File: config.mk
export PLATFORM = sky130hd
export DESIGN_NAME = clock_source_switch_ctrl
export DESIGN_NICKNAME = d
export VERILOG_FILES = /design/src/inc/clock_switch_pkg.sv /design/src/design/clock_source_switch_ctrl.sv /design/src/design/osc_enable_bank.sv
export VERILOG_INCLUDE_DIRS = /design/src /design/src/inc
export SDC_FILE = /design/constraint.sdc
export NUM_CORES = 1
export LEC_CHECK = 0
export ABC_AREA = 1
export CAP_MARGIN = 20
export CORE_ASPECT_RATIO = 2
export CORE_MARGIN = 8
export CORE_UTILIZATION = 31
export CTS_BUF_LIST = sky130_fd_sc_hd__clkbuf_16
export CTS_CLUSTER_SIZE = 14
export DETAILED_ROUTE_END_ITERATION = 8
export DONT_BUFFER_PORTS = 1
export HOLD_SLACK_MARGIN = 0.02
export MAX_ROUTING_LAYER = met4
export PLACE_DENSITY_LB_ADDON = 0.3
export SLEW_MARGIN = 20
export SYNTH_ARGS = -nofsm -noshare
export SYNTH_HDL_FRONTEND = slang
export SYNTH_SLANG_ARGS = --single-unit
File: constraint.sdc
create_clock -name i_ref_clk -period 2.5 [get_ports i_ref_clk]
set_clock_uncertainty 0.2 [all_clocks]
set_input_delay 0.375 -clock i_ref_clk [delete_from_list [all_inputs] [get_ports i_ref_clk]]
set_output_delay 0.375 -clock i_ref_clk [all_outputs]
set_load 0.03 [all_outputs]
File: src/inc/clock_switch_regs.svh
// constants of the clock source switching control
`ifndef CLOCK_SWITCH_REGS_SVH
`define CLOCK_SWITCH_REGS_SVH

// -----------------------------------------------------------------
// clock switch control word layout
// -----------------------------------------------------------------
`define CSC_DATA_W 8
`define CSC_CHANGE_ENABLE_BIT 7
`define CSC_CMD_LSB 0
`define CSC_CMD_MSB 1

// -----------------------------------------------------------------
// clock source select value and source indices
// -----------------------------------------------------------------
`define CSC_SRC_W 2
`define CSC_SRC_NUM 4
`define CSC_SRC_RC 2'h0
`define CSC_SRC_WD 2'h1
`define CSC_SRC_XTAL 2'h2
`define CSC_SRC_EXT 2'h3

// -----------------------------------------------------------------
// status read-back layout
// -----------------------------------------------------------------
`define CSC_STAT_SRC_LSB 0
`define CSC_STAT_SRC_MSB 1
`define CSC_STAT_GAIN_OK_BIT 4
`define CSC_STAT_SWITCHED_BIT 5
`define CSC_STAT_CMD_ACTIVE_BIT 6

// -----------------------------------------------------------------
// reset values
// -----------------------------------------------------------------
`define CSC_SRC_RESET 2'h0
`define CSC_OSC_EN_RESET 4'h1
`define CSC_RDATA_RESET 8'h00

// -----------------------------------------------------------------
// timing
// -----------------------------------------------------------------
`define CSC_CLK_PERIOD_NS 8
`define CSC_OSC_START_NS 2000
`define CSC_OSC_START_CYC ((`CSC_OSC_START_NS + `CSC_CLK_PERIOD_NS - 1) / `CSC_CLK_PERIOD_NS)
`define CSC_NVM_PROG_NS 1000
`define CSC_NVM_PROG_CYC ((`CSC_NVM_PROG_NS + `CSC_CLK_PERIOD_NS - 1) / `CSC_CLK_PERIOD_NS)
`define CSC_CNT_W 9

`endif

File: src/inc/clock_switch_pkg.sv
// types of the clock source switching control
package clock_switch_pkg;

	typedef enum logic [1:0] {
		CMD_NONE = 2'h0,
		CMD_DISABLE = 2'h1,
		CMD_ENABLE = 2'h2,
		CMD_SWITCH = 2'h3
	} clk_cmd_t;

	typedef enum logic [1:0] {
		NVM_IDLE = 2'h1,
		NVM_BUSY = 2'h2
	} nvm_state_t;

endpackage

File: src/design/clock_source_switch_ctrl.sv
// clock source switching control with its command-latch behaviour
`timescale 1ns/1ps
`include "clock_switch_regs.svh"

// Summary of operation
// - enable/disable command held until next control access
// - select write reapplies held command to new source, except a held disable when the new source is the system source
// - leaving running crystal by select write spoils gain
// - memory programming succeeds only on RC after switching
module clock_source_switch_ctrl (
	input wire logic i_ref_clk,
	input wire logic i_rst_n,
	input wire logic i_ce,
	input wire logic i_csr_wr,
	input wire logic i_csr_rd,
	input wire logic [`CSC_DATA_W-1:0] i_csr_wdata,
	input wire logic i_sel_wr,
	input wire logic [`CSC_SRC_W-1:0] i_sel_wdata,
	input wire logic i_nvm_req,
	output logic [`CSC_DATA_W-1:0] o_csr_rdata,
	output logic [`CSC_SRC_W-1:0] o_sel_value,
	output logic [`CSC_SRC_W-1:0] o_sys_src,
	output logic [`CSC_SRC_NUM-1:0] o_osc_en,
	output logic [`CSC_SRC_NUM-1:0] o_osc_ready,
	output logic o_xtal_gain_ok,
	output logic o_cmd_active,
	output logic o_nvm_busy,
	output logic o_nvm_done,
	output logic o_nvm_fail
);

	// -----------------------------------------------------------------
	// declarations
	// -----------------------------------------------------------------
	localparam logic [`CSC_CNT_W-1:0] PROG_LAST = `CSC_CNT_W'(`CSC_NVM_PROG_CYC - 1);

	logic [`CSC_SRC_W-1:0] sel_reg;
	logic [`CSC_SRC_W-1:0] sel_next;
	logic [`CSC_SRC_W-1:0] sys_src_reg;
	logic [`CSC_SRC_W-1:0] sys_src_next;
	logic cmd_active_reg;
	logic cmd_active_next;
	logic cmd_enable_reg;
	logic cmd_enable_next;
	logic gain_ok_reg;
	logic gain_ok_next;
	logic switched_reg;
	logic switched_next;
	logic [`CSC_DATA_W-1:0] rdata_reg;
	logic [`CSC_DATA_W-1:0] rdata_next;

	clock_switch_pkg::nvm_state_t nvm_state_reg;
	clock_switch_pkg::nvm_state_t nvm_state_next;
	logic [`CSC_CNT_W-1:0] prog_cnt_reg;
	logic [`CSC_CNT_W-1:0] prog_cnt_next;
	logic prog_fail_reg;
	logic prog_fail_next;
	logic done_reg;
	logic done_next;
	logic fail_reg;
	logic fail_next;

	logic csr_access;
	logic change_en;
	clock_switch_pkg::clk_cmd_t csr_cmd;
	logic apply;
	logic [`CSC_SRC_W-1:0] apply_idx;
	logic apply_enable;
	logic [`CSC_SRC_NUM-1:0] osc_en;
	logic [`CSC_SRC_NUM-1:0] osc_ready;

	// -----------------------------------------------------------------
	// oscillator enables
	// -----------------------------------------------------------------
	osc_enable_bank u_osc_bank (
		.i_ref_clk(i_ref_clk),
		.i_rst_n(i_rst_n),
		.i_ce(i_ce),
		.i_apply(apply),
		.i_idx(apply_idx),
		.i_enable(apply_enable),
		.o_en(osc_en),
		.o_ready(osc_ready)
	);

	// -----------------------------------------------------------------
	// command decode and enable/disable application
	// -----------------------------------------------------------------
	assign csr_access = i_csr_wr | i_csr_rd;
	assign change_en = i_csr_wr & i_csr_wdata[`CSC_CHANGE_ENABLE_BIT];
	assign csr_cmd = clock_switch_pkg::clk_cmd_t'(i_csr_wdata[`CSC_CMD_MSB:`CSC_CMD_LSB]);

	always_comb begin
		apply = 1'b0;
		apply_idx = sel_reg;
		apply_enable = 1'b0;
		if (change_en && (csr_cmd == clock_switch_pkg::CMD_ENABLE)) begin
			apply = 1'b1;
			apply_enable = 1'b1;
		end else if (change_en && (csr_cmd == clock_switch_pkg::CMD_DISABLE)) begin
			// stopping the running system clock would hang the core
			apply = (sel_reg != sys_src_reg);
		end else if (i_sel_wr && cmd_active_reg && !csr_access) begin
			// the held command lands on the source picked next, unless it is a disable of the system source
			apply = (i_sel_wdata != sys_src_reg) || cmd_enable_reg;
			apply_idx = i_sel_wdata;
			apply_enable = cmd_enable_reg;
		end
	end

	// -----------------------------------------------------------------
	// control state
	// -----------------------------------------------------------------
	always_comb begin
		sel_next = sel_reg;
		sys_src_next = sys_src_reg;
		cmd_active_next = cmd_active_reg;
		cmd_enable_next = cmd_enable_reg;
		gain_ok_next = gain_ok_reg;
		switched_next = switched_reg;
		rdata_next = rdata_reg;

		if (change_en && ((csr_cmd == clock_switch_pkg::CMD_ENABLE) ||
				(csr_cmd == clock_switch_pkg::CMD_DISABLE))) begin
			cmd_active_next = 1'b1;
			cmd_enable_next = (csr_cmd == clock_switch_pkg::CMD_ENABLE);
		end else if (csr_access) begin
			// any read or write of the control word drops the held command
			cmd_active_next = 1'b0;
		end

		// a switch to a source that has not started yet is ignored
		if (change_en && (csr_cmd == clock_switch_pkg::CMD_SWITCH) && osc_ready[sel_reg]) begin
			sys_src_next = sel_reg;
			switched_next = 1'b1;
		end

		if (i_sel_wr) begin
			sel_next = i_sel_wdata;
			if (i_sel_wdata == `CSC_SRC_XTAL) begin
				gain_ok_next = 1'b1;
			end else if (osc_en[`CSC_SRC_XTAL]) begin
				gain_ok_next = 1'b0;
			end
		end

		if (i_csr_rd) begin
			rdata_next = '0;
			rdata_next[`CSC_STAT_SRC_MSB:`CSC_STAT_SRC_LSB] = sys_src_reg;
			rdata_next[`CSC_STAT_GAIN_OK_BIT] = gain_ok_reg;
			rdata_next[`CSC_STAT_SWITCHED_BIT] = switched_reg;
			rdata_next[`CSC_STAT_CMD_ACTIVE_BIT] = cmd_active_reg;
		end
	end

	always_ff @(posedge i_ref_clk) begin
		if (!i_rst_n) begin
			sel_reg <= `CSC_SRC_RESET;
			sys_src_reg <= `CSC_SRC_RESET;
			cmd_active_reg <= 1'b0;
			cmd_enable_reg <= 1'b0;
			gain_ok_reg <= 1'b1;
			switched_reg <= 1'b0;
			rdata_reg <= `CSC_RDATA_RESET;
		end else if (i_ce) begin
			sel_reg <= sel_next;
			sys_src_reg <= sys_src_next;
			cmd_active_reg <= cmd_active_next;
			cmd_enable_reg <= cmd_enable_next;
			gain_ok_reg <= gain_ok_next;
			switched_reg <= switched_next;
			rdata_reg <= rdata_next;
		end
	end

	// -----------------------------------------------------------------
	// flash and eeprom programming
	// -----------------------------------------------------------------
	always_comb begin
		nvm_state_next = nvm_state_reg;
		prog_cnt_next = prog_cnt_reg;
		prog_fail_next = prog_fail_reg;
		done_next = 1'b0;
		fail_next = fail_reg;
		case (nvm_state_reg)
			clock_switch_pkg::NVM_IDLE: begin
				if (i_nvm_req) begin
					nvm_state_next = clock_switch_pkg::NVM_BUSY;
					prog_cnt_next = '0;
					// after any switch only the rc clock programs reliably
					prog_fail_next = switched_reg && (sys_src_reg != `CSC_SRC_RC);
				end
			end
			clock_switch_pkg::NVM_BUSY: begin
				if (switched_reg && (sys_src_reg != `CSC_SRC_RC)) begin
					prog_fail_next = 1'b1;
				end
				if (prog_cnt_reg == PROG_LAST) begin
					nvm_state_next = clock_switch_pkg::NVM_IDLE;
					done_next = 1'b1;
					fail_next = prog_fail_next;
				end else begin
					prog_cnt_next = prog_cnt_reg + `CSC_CNT_W'(1);
				end
			end
			default: begin
				nvm_state_next = clock_switch_pkg::NVM_IDLE;
			end
		endcase
	end

	always_ff @(posedge i_ref_clk) begin
		if (!i_rst_n) begin
			nvm_state_reg <= clock_switch_pkg::NVM_IDLE;
			prog_cnt_reg <= '0;
			prog_fail_reg <= 1'b0;
			done_reg <= 1'b0;
			fail_reg <= 1'b0;
		end else if (i_ce) begin
			nvm_state_reg <= nvm_state_next;
			prog_cnt_reg <= prog_cnt_next;
			prog_fail_reg <= prog_fail_next;
			done_reg <= done_next;
			fail_reg <= fail_next;
		end
	end

	// -----------------------------------------------------------------
	// outputs
	// -----------------------------------------------------------------
	assign o_csr_rdata = rdata_reg;
	assign o_sel_value = sel_reg;
	assign o_sys_src = sys_src_reg;
	assign o_osc_en = osc_en;
	assign o_osc_ready = osc_ready;
	assign o_xtal_gain_ok = gain_ok_reg;
	assign o_cmd_active = cmd_active_reg;
	assign o_nvm_busy = (nvm_state_reg == clock_switch_pkg::NVM_BUSY);
	assign o_nvm_done = done_reg;
	assign o_nvm_fail = fail_reg;

endmodule // clock_source_switch_ctrl

File: src/design/osc_enable_bank.sv
// oscillator enable bits with per-source start-up timers
`timescale 1ns/1ps
`include "clock_switch_regs.svh"

module osc_enable_bank (
	input wire logic i_ref_clk,
	input wire logic i_rst_n,
	input wire logic i_ce,
	input wire logic i_apply,
	input wire logic [`CSC_SRC_W-1:0] i_idx,
	input wire logic i_enable,
	output logic [`CSC_SRC_NUM-1:0] o_en,
	output logic [`CSC_SRC_NUM-1:0] o_ready
);

	// -----------------------------------------------------------------
	// state
	// -----------------------------------------------------------------
	logic [`CSC_SRC_NUM-1:0] en_reg;
	logic [`CSC_SRC_NUM-1:0] en_next;
	logic [`CSC_SRC_NUM-1:0] ready_reg;
	logic [`CSC_SRC_NUM-1:0] ready_next;
	logic [`CSC_CNT_W-1:0] cnt_reg [`CSC_SRC_NUM];
	logic [`CSC_CNT_W-1:0] cnt_next [`CSC_SRC_NUM];

	localparam logic [`CSC_CNT_W-1:0] START_LAST = `CSC_CNT_W'(`CSC_OSC_START_CYC - 1);

	// -----------------------------------------------------------------
	// next state
	// -----------------------------------------------------------------
	always_comb begin
		en_next = en_reg;
		ready_next = ready_reg;
		for (int i = 0; i < `CSC_SRC_NUM; i++) begin
			cnt_next[i] = cnt_reg[i];
			// apart from the rc source at reset, a source counts as ready only after its start-up time
			if (!en_reg[i]) begin
				cnt_next[i] = '0;
				ready_next[i] = 1'b0;
			end else if (!ready_reg[i]) begin
				if (cnt_reg[i] == START_LAST) begin
					ready_next[i] = 1'b1;
				end else begin
					cnt_next[i] = cnt_reg[i] + `CSC_CNT_W'(1);
				end
			end
		end
		if (i_apply) begin
			en_next[i_idx] = i_enable;
			if (!i_enable) begin
				ready_next[i_idx] = 1'b0;
				cnt_next[i_idx] = '0;
			end
		end
	end

	always_ff @(posedge i_ref_clk) begin
		if (!i_rst_n) begin
			en_reg <= `CSC_OSC_EN_RESET;
			ready_reg <= `CSC_OSC_EN_RESET;
			for (int i = 0; i < `CSC_SRC_NUM; i++) begin
				cnt_reg[i] <= '0;
			end
		end else if (i_ce) begin
			en_reg <= en_next;
			ready_reg <= ready_next;
			for (int i = 0; i < `CSC_SRC_NUM; i++) begin
				cnt_reg[i] <= cnt_next[i];
			end
		end
	end

	assign o_en = en_reg;
	assign o_ready = ready_reg;

endmodule // osc_enable_bank

# Yosys cells after proc, flatten, opt, wreduce, memory -nomap -nowiden

Memory sizes are Yosys's and may differ from the RTL's.
Cells that the tools add are included.

Register bits after elaboration: 35
Latch bits: 0
RAM bits: 36
ROM bits: 0
Bits of input ports: 17
Memories kept: 1

$add $sub $neg: 5
$mul: 0
Div/mod/pow operators: 0
$lt $le $gt $ge: 5
Equality and inequality tests: 16
Shifts and indexed selects: 0
Multiplexer cells: 67
Bitwise operators: 11
Reductions and logical operators: 28

Memory list:

| memory             | words | width | read ports | clocked after Yosys merged registers in | wr ports | line                  | source |
|---|---|---|---|---|---|---|---|
| u_osc_bank.cnt_reg | 4     | 9     | 4          | 0                                       | 4        | osc_enable_bank.sv:23 | `` logic [`CSC_CNT_W-1:0] cnt_reg [`CSC_SRC_NUM]; `` |

Operator list:

| cell                | count |
|---|---|
| $mux 9              | 19 |
| $mux 36             | 2 |
| $add 9x1->9 const B | 5 |
| $and 36x36->36      | 1 |
| $eq 9x8->1 const B  | 4 |
| $not 36->36         | 1 |
| $mux 1              | 32 |
| $demux 9 s2         | 1 |
| $pmux 9 s2          | 1 |
| $reduce_and 2->1    | 6 |
| $reduce_and 3->1    | 4 |
| $logic_and 1x1->1   | 10 |
| $mux 2              | 5 |
| $eq 9x7->1 const B  | 1 |
| $eq 2x2->1 const B  | 4 |
| $mux 4              | 2 |
| $reduce_bool 2->1   | 4 |
| $lt 2x3->1 const B  | 2 |
| $or 1x1->1          | 5 |
| $and 4x4->4         | 1 |
| $bwmux 4            | 1 |
| $eq 2x1->1 const B  | 2 |
| $ne 2x2->1          | 2 |
| $ne 2x2->1 const B  | 2 |
| 14 further kinds    | 15 |

# Depth between registers and ports, before layout

Gate-level depths: netlist of run 1.

Depth in word-level cells: 16
Gate-level depth with buffers: 11
Depth with buffers taken out: 11

# By module

A second synthesis of run 1 with hierarchy kept.

Cells, all modules: 635
Area total of the unflattened synthesis: 4381.7 sq um

Modules (own cells, without submodules):

| module                   | times used | cells an instance | area each (sq um) |
|---|---|---|---|
| osc_enable_bank          | 1          | 408               | 2874.0 |
| clock_source_switch_ctrl | 1          | 227               | 1507.7 |

# Worst setup path after synthesis of run 1

No wires, ideal clock.

Path kind: input to register
From: input i_rst_n
To: memory u_osc_bank.cnt_reg[0][0] (netlist name), enable pin
Setup time: 0.391 ns
Data arrival time: 1.497 ns
Required time: 1.909 ns
Slack: 0.412 ns
Stages: 4
Path buffers: 1
Cells stage by stage: buf_2 clkinv_1 nor2_1 inv_1

RTL lines:

| what               | line                           | source |
|---|---|---|
| start: declaration | clock_source_switch_ctrl.sv:12 | `input wire logic i_rst_n,` |
| end: declaration   | osc_enable_bank.sv:23          |  |

==> reports/results.md, run 1 <==
### Routing
• 162 — count of routing violations after the opening detailed-route iteration
• 0 — post-detailed-route count of antenna-violating nets
• 3963 um — detailed-route wire length on metal 1
• 12.41 um — wire per inst
• met4 — top sig layer
• 515 um — routed wl met3
• 8279 um — Total Wirelength
• 3605 um — Detail Route met2 WL
• 0 — DRC viols
• 4 — total iterations of the first detailed-routing run
• 3132 — number of vias after detailed routing
• 4.696 — ratio of routed vias to standard cells

### Synthesis
• sky130_fd_sc_hd__edfxtp_1 — most used flip-flop cell after synthesis
• sky130_fd_sc_hd__nand2_1 — count leader, synth
• 4043 sq um — cell area after technology mapping
• 494 — gate count after technology mapping
• 0 — YS warnings
• sky130_fd_sc_hd__edfxtp_1 — post-synth top area cell
• 0 — ys async rst share
• sky130_fd_sc_hd__edfxtp_1 27%, sky130_fd_sc_hd__dfxtp_1 17%, sky130_fd_sc_hd__nand2_1 9.5%, sky130_fd_sc_hd__nor2_1 7.1%, sky130_fd_sc_hd__xor2_1 6.1% — Area contributors post-synth
• 102 x sky130_fd_sc_hd__nand2_1, 77 x sky130_fd_sc_hd__nor2_1, 56 x sky130_fd_sc_hd__inv_1 — most common library cells after synthesis
• 0.2674 — proportion of netlist area held by the largest area contributor
• 71 — flops & latches, synth
• 36 — Post-synth EDFFs
• 36 — Unique masters post-synth
• 8.183 sq um — Avg Cell Area, Syn
• 0.4407 — sequential cell area fraction in the yosys report

### Place
• 5998 um — HPWL after DPL
• 648 — placed cells
• 0 — number of port buffers
• 4238 sq um — dpl cell area
• 0.8152 — global placement routability congestion

### Power
• 361.1 uV — Worst IR Drop VDD
• 584.3 nW/um^2 — pwr/cell area
• 1.890 nW — Leakage

### Clock network
• 9 — TritonCTS Buffers
• 3 — number of H-tree levels
• 71 — Clock Sinks
• 0 — setup repair bufs after CTS
• 0 — Resized cells post-CTS
• 3 — number of buffers inserted for hold repair after clock tree synthesis
• 2 — number of buffers on the longest clock path
• 0.05 ns — clock input transition at the sequential cells of the worst setup and hold paths
• 0.33 ns — clock latency on the worst-skew pair
• sky130_fd_sc_hd__clkbuf_16 — root buffer cell
• built — clock tree from TritonCTS

### Timing
• 0 — number of slew-limit violations in the final report
• 0.7727 — period utilization
• 0.5176 GHz — maximum clock rate
• 0 — Final setup viols
• 0 ns — setup TNS
• no — setup repair after global routing missed its margin
• 0.5945 — relative slew slack
• 0 — Hold Vio Cnt, Final
• 0.04283 ns — final hold slack
• 1.932 ns — post-layout minimum cycle time
• 0.6063 ns — transition time at the pin with the least slew margin

### Die
• 12840 sq um — core region area
• 17170 sq um — DIE AREA
• 42 — number of top-level design ports
• 59 — cell row count
• 177.5 um — Vert. Die Dim
• 0.3147 — initial standard-cell utilization of the core
• 96.75 um — width of the chip

### Cells and area
• 1782 sq um — area of all sequential standard cells
• 1387 — fillers
• 1976 sq um — area of the multi-input gates
• 36 — Largest register FFs
• 667 — final cell count without fillers
• 540 — net count of the finished layout
• 11.79% — P&R area growth vs syn
• 4519 sq um — summed area of non-filler cells in the final layout
• 0.09515 — proportion of layout cells with a drive suffix above 1
• 0 — number of antenna cells inserted

### GRT
• 2950 — via count of the first global-routing pass
• 38 — largest net degree at the start of global routing
• 0 — global route overflow
• 0 — initial antenna violation count
• 13920 um — first-pass GRT wire length
• 0.1022 — gr usage total

### Job
• 0 — Max-Cap Viols

### Worst hold path
• in2reg — min-delay worst type

### Worst setup path
• 9 — maximum fanout encountered on the critical timing path
• flip-flop — element type at the critical path end
• 1.81 ns — Arr. time, crit path
• flip-flop — critical path startpoint category
• reg2reg — type of the worst setup path
• 2.38 ns — worst endpoint required time

### Outcome
• completed — run status

-- through the flow --
step | setup WS [ns] | power (mW) | util
after floorplan | 0.4116 | 1.523 | -
after global placement | 0.5558 | 1.561 | 0.3299
after detailed placement | 0.5563 | 1.563 | 0.3299
after CTS | 0.5427 | 2.684 | 0.3518
after global routing | 0.4038 | 2.766 | 0.3518
final | 0.5681 | 2.640 | 0.3518
-- critical path: stages, from the launching register on --
cell and delay, ns:
sky130_fd_sc_hd__dfxtp_1 0.65, sky130_fd_sc_hd__inv_1 0.15, sky130_fd_sc_hd__nand2_1 0.09, sky130_fd_sc_hd__o21ai_1 0.08, sky130_fd_sc_hd__nor2_1 0.17, sky130_fd_sc_hd__nand3_2 0.14, sky130_fd_sc_hd__nand2_4 0.14, sky130_fd_sc_hd__nor2_1 0.06
-- kinds of logic (layout without fill, tap and decap cells) --
| kind of cell | Yosys count | after routing | synth area share |
|---|---|---|---|
| AO/OA/AOI/OAI | 59 | 59 | 0.08419 |
| XOR/XNOR | 35 | 35 | 0.07583 |
| adder cells (fa/ha/maj) | 13 | 13 | 0.04024 |
| buffers and inverters | 69 | 88 | 0.07242 |
| flip-flops | 71 | 71 | 0.4407 |
| other | 1 | 3 | 0.0009276 |
| AND/OR/NAND/NOR | 246 | 246 | 0.2857 |
-- power by group --
part           switching [mW]  internal [mW]  total, mW
sequential             0.0606           1.27       1.33
combinational           0.142         0.0738      0.216
clock                   0.450          0.645       1.10
-- per-layer routing --
metal,vias up,GRT usage
met5,-,-
met4,0,0.05358
met3,15,0.03509
met2,58,0.1509
met1,1423,0.1199
li1,1636,-
-- placed cells by master (no fill, tap or decap), types with 9 or more instances in the layout --
cell type                   instances
sky130_fd_sc_hd__nand2_1          102
sky130_fd_sc_hd__nor2_1            77
sky130_fd_sc_hd__inv_1             60
sky130_fd_sc_hd__edfxtp_1          36
sky130_fd_sc_hd__dfxtp_1           35
sky130_fd_sc_hd__xor2_1            28
sky130_fd_sc_hd__o21ai_0           25
sky130_fd_sc_hd__nand3_1           23
sky130_fd_sc_hd__a21oi_1           21
sky130_fd_sc_hd__ha_1              13
sky130_fd_sc_hd__nand4_1           12
sky130_fd_sc_hd__clkbuf_16          9
-- path summary, 6_finish.rpt --
kind,slack (ns),cells after the start,endpoint,startpoint
min reg2reg,0.29,2,switched_reg$_SDFFE_PN0P_,switched_reg$_SDFFE_PN0P_
max reg2reg,0.57,7,u_osc_bank.cnt_reg[0][18]$_SDFFCE_PN0P_,o_sel_value[1]$_SDFFE_PN0P_
max,0.57,7,u_osc_bank.cnt_reg[0][18]$_SDFFCE_PN0P_,o_sel_value[1]$_SDFFE_PN0P_
min,0.04,2,u_osc_bank.o_en[0]$_SDFFE_PN1P_,i_ce
-- final cells by class --
class                   instances  share of cell area
well taps                     152             0.04208
clock buffers                   9             0.04983
clock inverters                 7            0.005814
inverters                      62             0.05260
multi-input cells             356              0.4372
flip-flops and latches         71              0.3942
repair buffers                 10             0.01827
No activity file was read; power rests on OpenSTA's default activity.
==> run 2, diff against run 1 <==
==> constraint.sdc (replaced) <==
create_clock -name i_ref_clk -period 1.9 [get_ports i_ref_clk]
set_clock_uncertainty 0.2 [all_clocks]
set_input_delay 0.285 -clock i_ref_clk [delete_from_list [all_inputs] [get_ports i_ref_clk]]
set_output_delay 0.285 -clock i_ref_clk [all_outputs]
set_load 0.03 [all_outputs]
==> reports/results.md, run 2 (same netlist as run 1, synthesis figures left out) <==
### Outcome
• completed — run status

### Cells and area
• 0.1599 — proportion of layout cells with a drive suffix above 1
• 36 — Largest register FFs
• 19.07% — P&R area growth vs syn
• 569 — net count of the finished layout
• sky130_fd_sc_hd__nand2_1 — most frequent standard cell in the layout excluding fill and tap cells
• 4813 sq um — summed area of non-filler cells in the final layout
• 696 — final cell count without fillers
• 0 — number of antenna cells inserted
• 101 x sky130_fd_sc_hd__nand2_1, 72 x sky130_fd_sc_hd__nor2_1, 56 x sky130_fd_sc_hd__inv_1, 36 x sky130_fd_sc_hd__edfxtp_1, 35 x sky130_fd_sc_hd__dfxtp_1 — leading cell types in the layout, fill and taps excluded

### Worst setup path
• inv_1 > ha_1 > nand2_1 > nor3_1 > nand2_1 > nand2_1 > inv_2 > nand3_1 > xor2_1 > nor2_1 — critical path, cell by cell
• 0.42 ns — delay of the slowest cell on the worst path
• 1.78 ns — worst endpoint required time
• sky130_fd_sc_hd__nand2_1 — most frequent cell on the critical path
• flip-flop — element type at the critical path end
• flip-flop — critical path startpoint category
• 1.67 ns — Arr. time, crit path
• reg2reg — type of the worst setup path
• sky130_fd_sc_hd__edfxtp_1 — slowest CP cell
• 6 — maximum fanout encountered on the critical timing path

### Place
• 6018 um — HPWL after DPL
• 0.05784 ns — placement-stage worst setup slack
• 0.7873 — global placement routability congestion
• 0 — number of port buffers
• 4400 sq um — dpl cell area
• 668 — placed cells

### Routing
• 3216 — number of vias after detailed routing
• 127 — count of routing violations after the opening detailed-route iteration
• 12.30 um — wire per inst
• 4.621 — ratio of routed vias to standard cells
• 4 — total iterations of the first detailed-routing run
• 0 — DRC viols
• 0 — post-detailed-route count of antenna-violating nets
• 8563 um — Total Wirelength

### Job
• 0 — Max-Cap Viols

### Timing
• 1.796 ns — post-layout minimum cycle time
• 0.5781 — relative slew slack
• 0.9453 — period utilization
• 0 — Final setup viols
• 0.1038 ns — Worst Setup Slack, final
• 0.5567 GHz — maximum clock rate
• 0 — number of slew-limit violations in the final report
• 0 — Hold Vio Cnt, Final
• 0.6308 ns — transition time at the pin with the least slew margin
• 0 ns — setup TNS
• no — setup repair after global routing missed its margin

### Worst hold path
• in2reg — min-delay worst type

### Die
• 17170 sq um — DIE AREA
• 12840 sq um — core region area
• 96.75 um — width of the chip
• 0.3147 — initial standard-cell utilization of the core
• 177.5 um — Vert. Die Dim
• 42 — number of top-level design ports
• 59 — cell row count

### Power
• 728.6 nW/um^2 — pwr/cell area
• 2.055 nW — Leakage
• 0.496 — relative contribution of sequential cells to total power
• 3.507 mW — total power
• 0.407 — power share of the clock group
• 0.8633 mW — switching power of the nets
• 0.097 — share of power burned in combinational logic
• 0.2462 — switching power as a share of total power
• 2.644 mW — Internal Dissipation
• 571.2 uV — Worst IR Drop VDD

### Clock network
• 9 — TritonCTS Buffers
• sky130_fd_sc_hd__clkbuf_16 — root buffer cell
• 2 — number of buffers on the longest clock path
• 0.05 ns — clock input transition at the sequential cells of the worst setup and hold paths
• 0.32 ns — clock latency on the worst-skew pair
• 71 — Clock Sinks
• built — clock tree from TritonCTS
• 3 — number of H-tree levels

### GRT
• 0 — global route overflow
• 0 — initial antenna violation count
• 2994 — via count of the first global-routing pass
• 38 — largest net degree at the start of global routing
• 0.1029 — gr usage total
• 14180 um — first-pass GRT wire length

==> run 2: power by group through the flow <==
| stage | clock, mW | sequential, mW | combinational (mW) |
|---|---|---|---|
| 2_1_floorplan | 0 | 1.77 | 0.235 |
| 3_3_place_gp | 0 | 1.77 | 0.302 |
| 3_5_place_dp | 0 | 1.77 | 0.305 |
| 4_1_cts | 1.48 | 1.74 | 0.328 |
| 5_1_grt | 1.55 | 1.75 | 0.381 |
| 6_report | 1.43 | 1.74 | 0.339 |
==> run 2: routing by layer <==
layer / up-vias / track usage / part of all wire
met5: - / - / 0
met4: 0 / 0.04067 / 0.015
met3: 11 / 0.03197 / 0.057
met2: 52 / 0.1566 / 0.45
met1: 1460 / 0.1237 / 0.48
li1: 1693 / - / -
==> run 2: critical path, delay by kind of cell, from the launching register on <==
family                     cells  cell delay, ns
adders and majority gates      1            0.14
and+or+nand+nor                6            0.48
DFF                            1            0.42
xor gates and xnor gates       1            0.15
buffers and inverters          2            0.16
==> run 2: worst paths after layout <==
| check | cells after the start | to | slack [ns] | startpoint |
|---|---|---|---|---|
| hold reg to reg | 2 | u_osc_bank.o_ready[2]$_SDFFE_PN0P_ | 0.29 | u_osc_bank.o_ready[2]$_SDFFE_PN0P_ |
| hold / removal | 4 | prog_fail_reg$_SDFFE_PN0P_ | 0.05 | i_ce |
| setup / recovery | 10 | u_osc_bank.cnt_reg[0][32]$_SDFFCE_PN0P_ | 0.10 | u_osc_bank.cnt_reg[0][28]$_SDFFCE_PN0P_ |
| setup reg to reg | 10 | u_osc_bank.cnt_reg[0][32]$_SDFFCE_PN0P_ | 0.10 | u_osc_bank.cnt_reg[0][28]$_SDFFCE_PN0P_ |
==> run 2: repair_timing <==
item,CTS,global route
resized for setup,0,14
endpoints found under the hold margin,21,0
setup endpoints to repair,0,35
hold buffers,7,0
buffers inserted,0,3
==> run 2: layout make-up <==
cell class,instances,area (sq um)
Clock inverter,7,27.53
Tap cell,152,190.2
Clock buffer,9,225.2
Fill cell,1341,8031
Timing Repair Buffer,37,297.8
Sequential cell,71,1782
Multi-Input combinational cell,358,2048
Inverter,62,242.7
==> run 2: per-stage QoR <==
step	util	hold slack (ns)
2_1_floorplan	-	0.2495
3_3_place_gp	0.3426	0.1579
3_5_place_dp	0.3426	0.1637
4_1_cts	0.3677	0.03552
5_1_grt	0.3747	0.06094
6_report	0.3747	0.05048
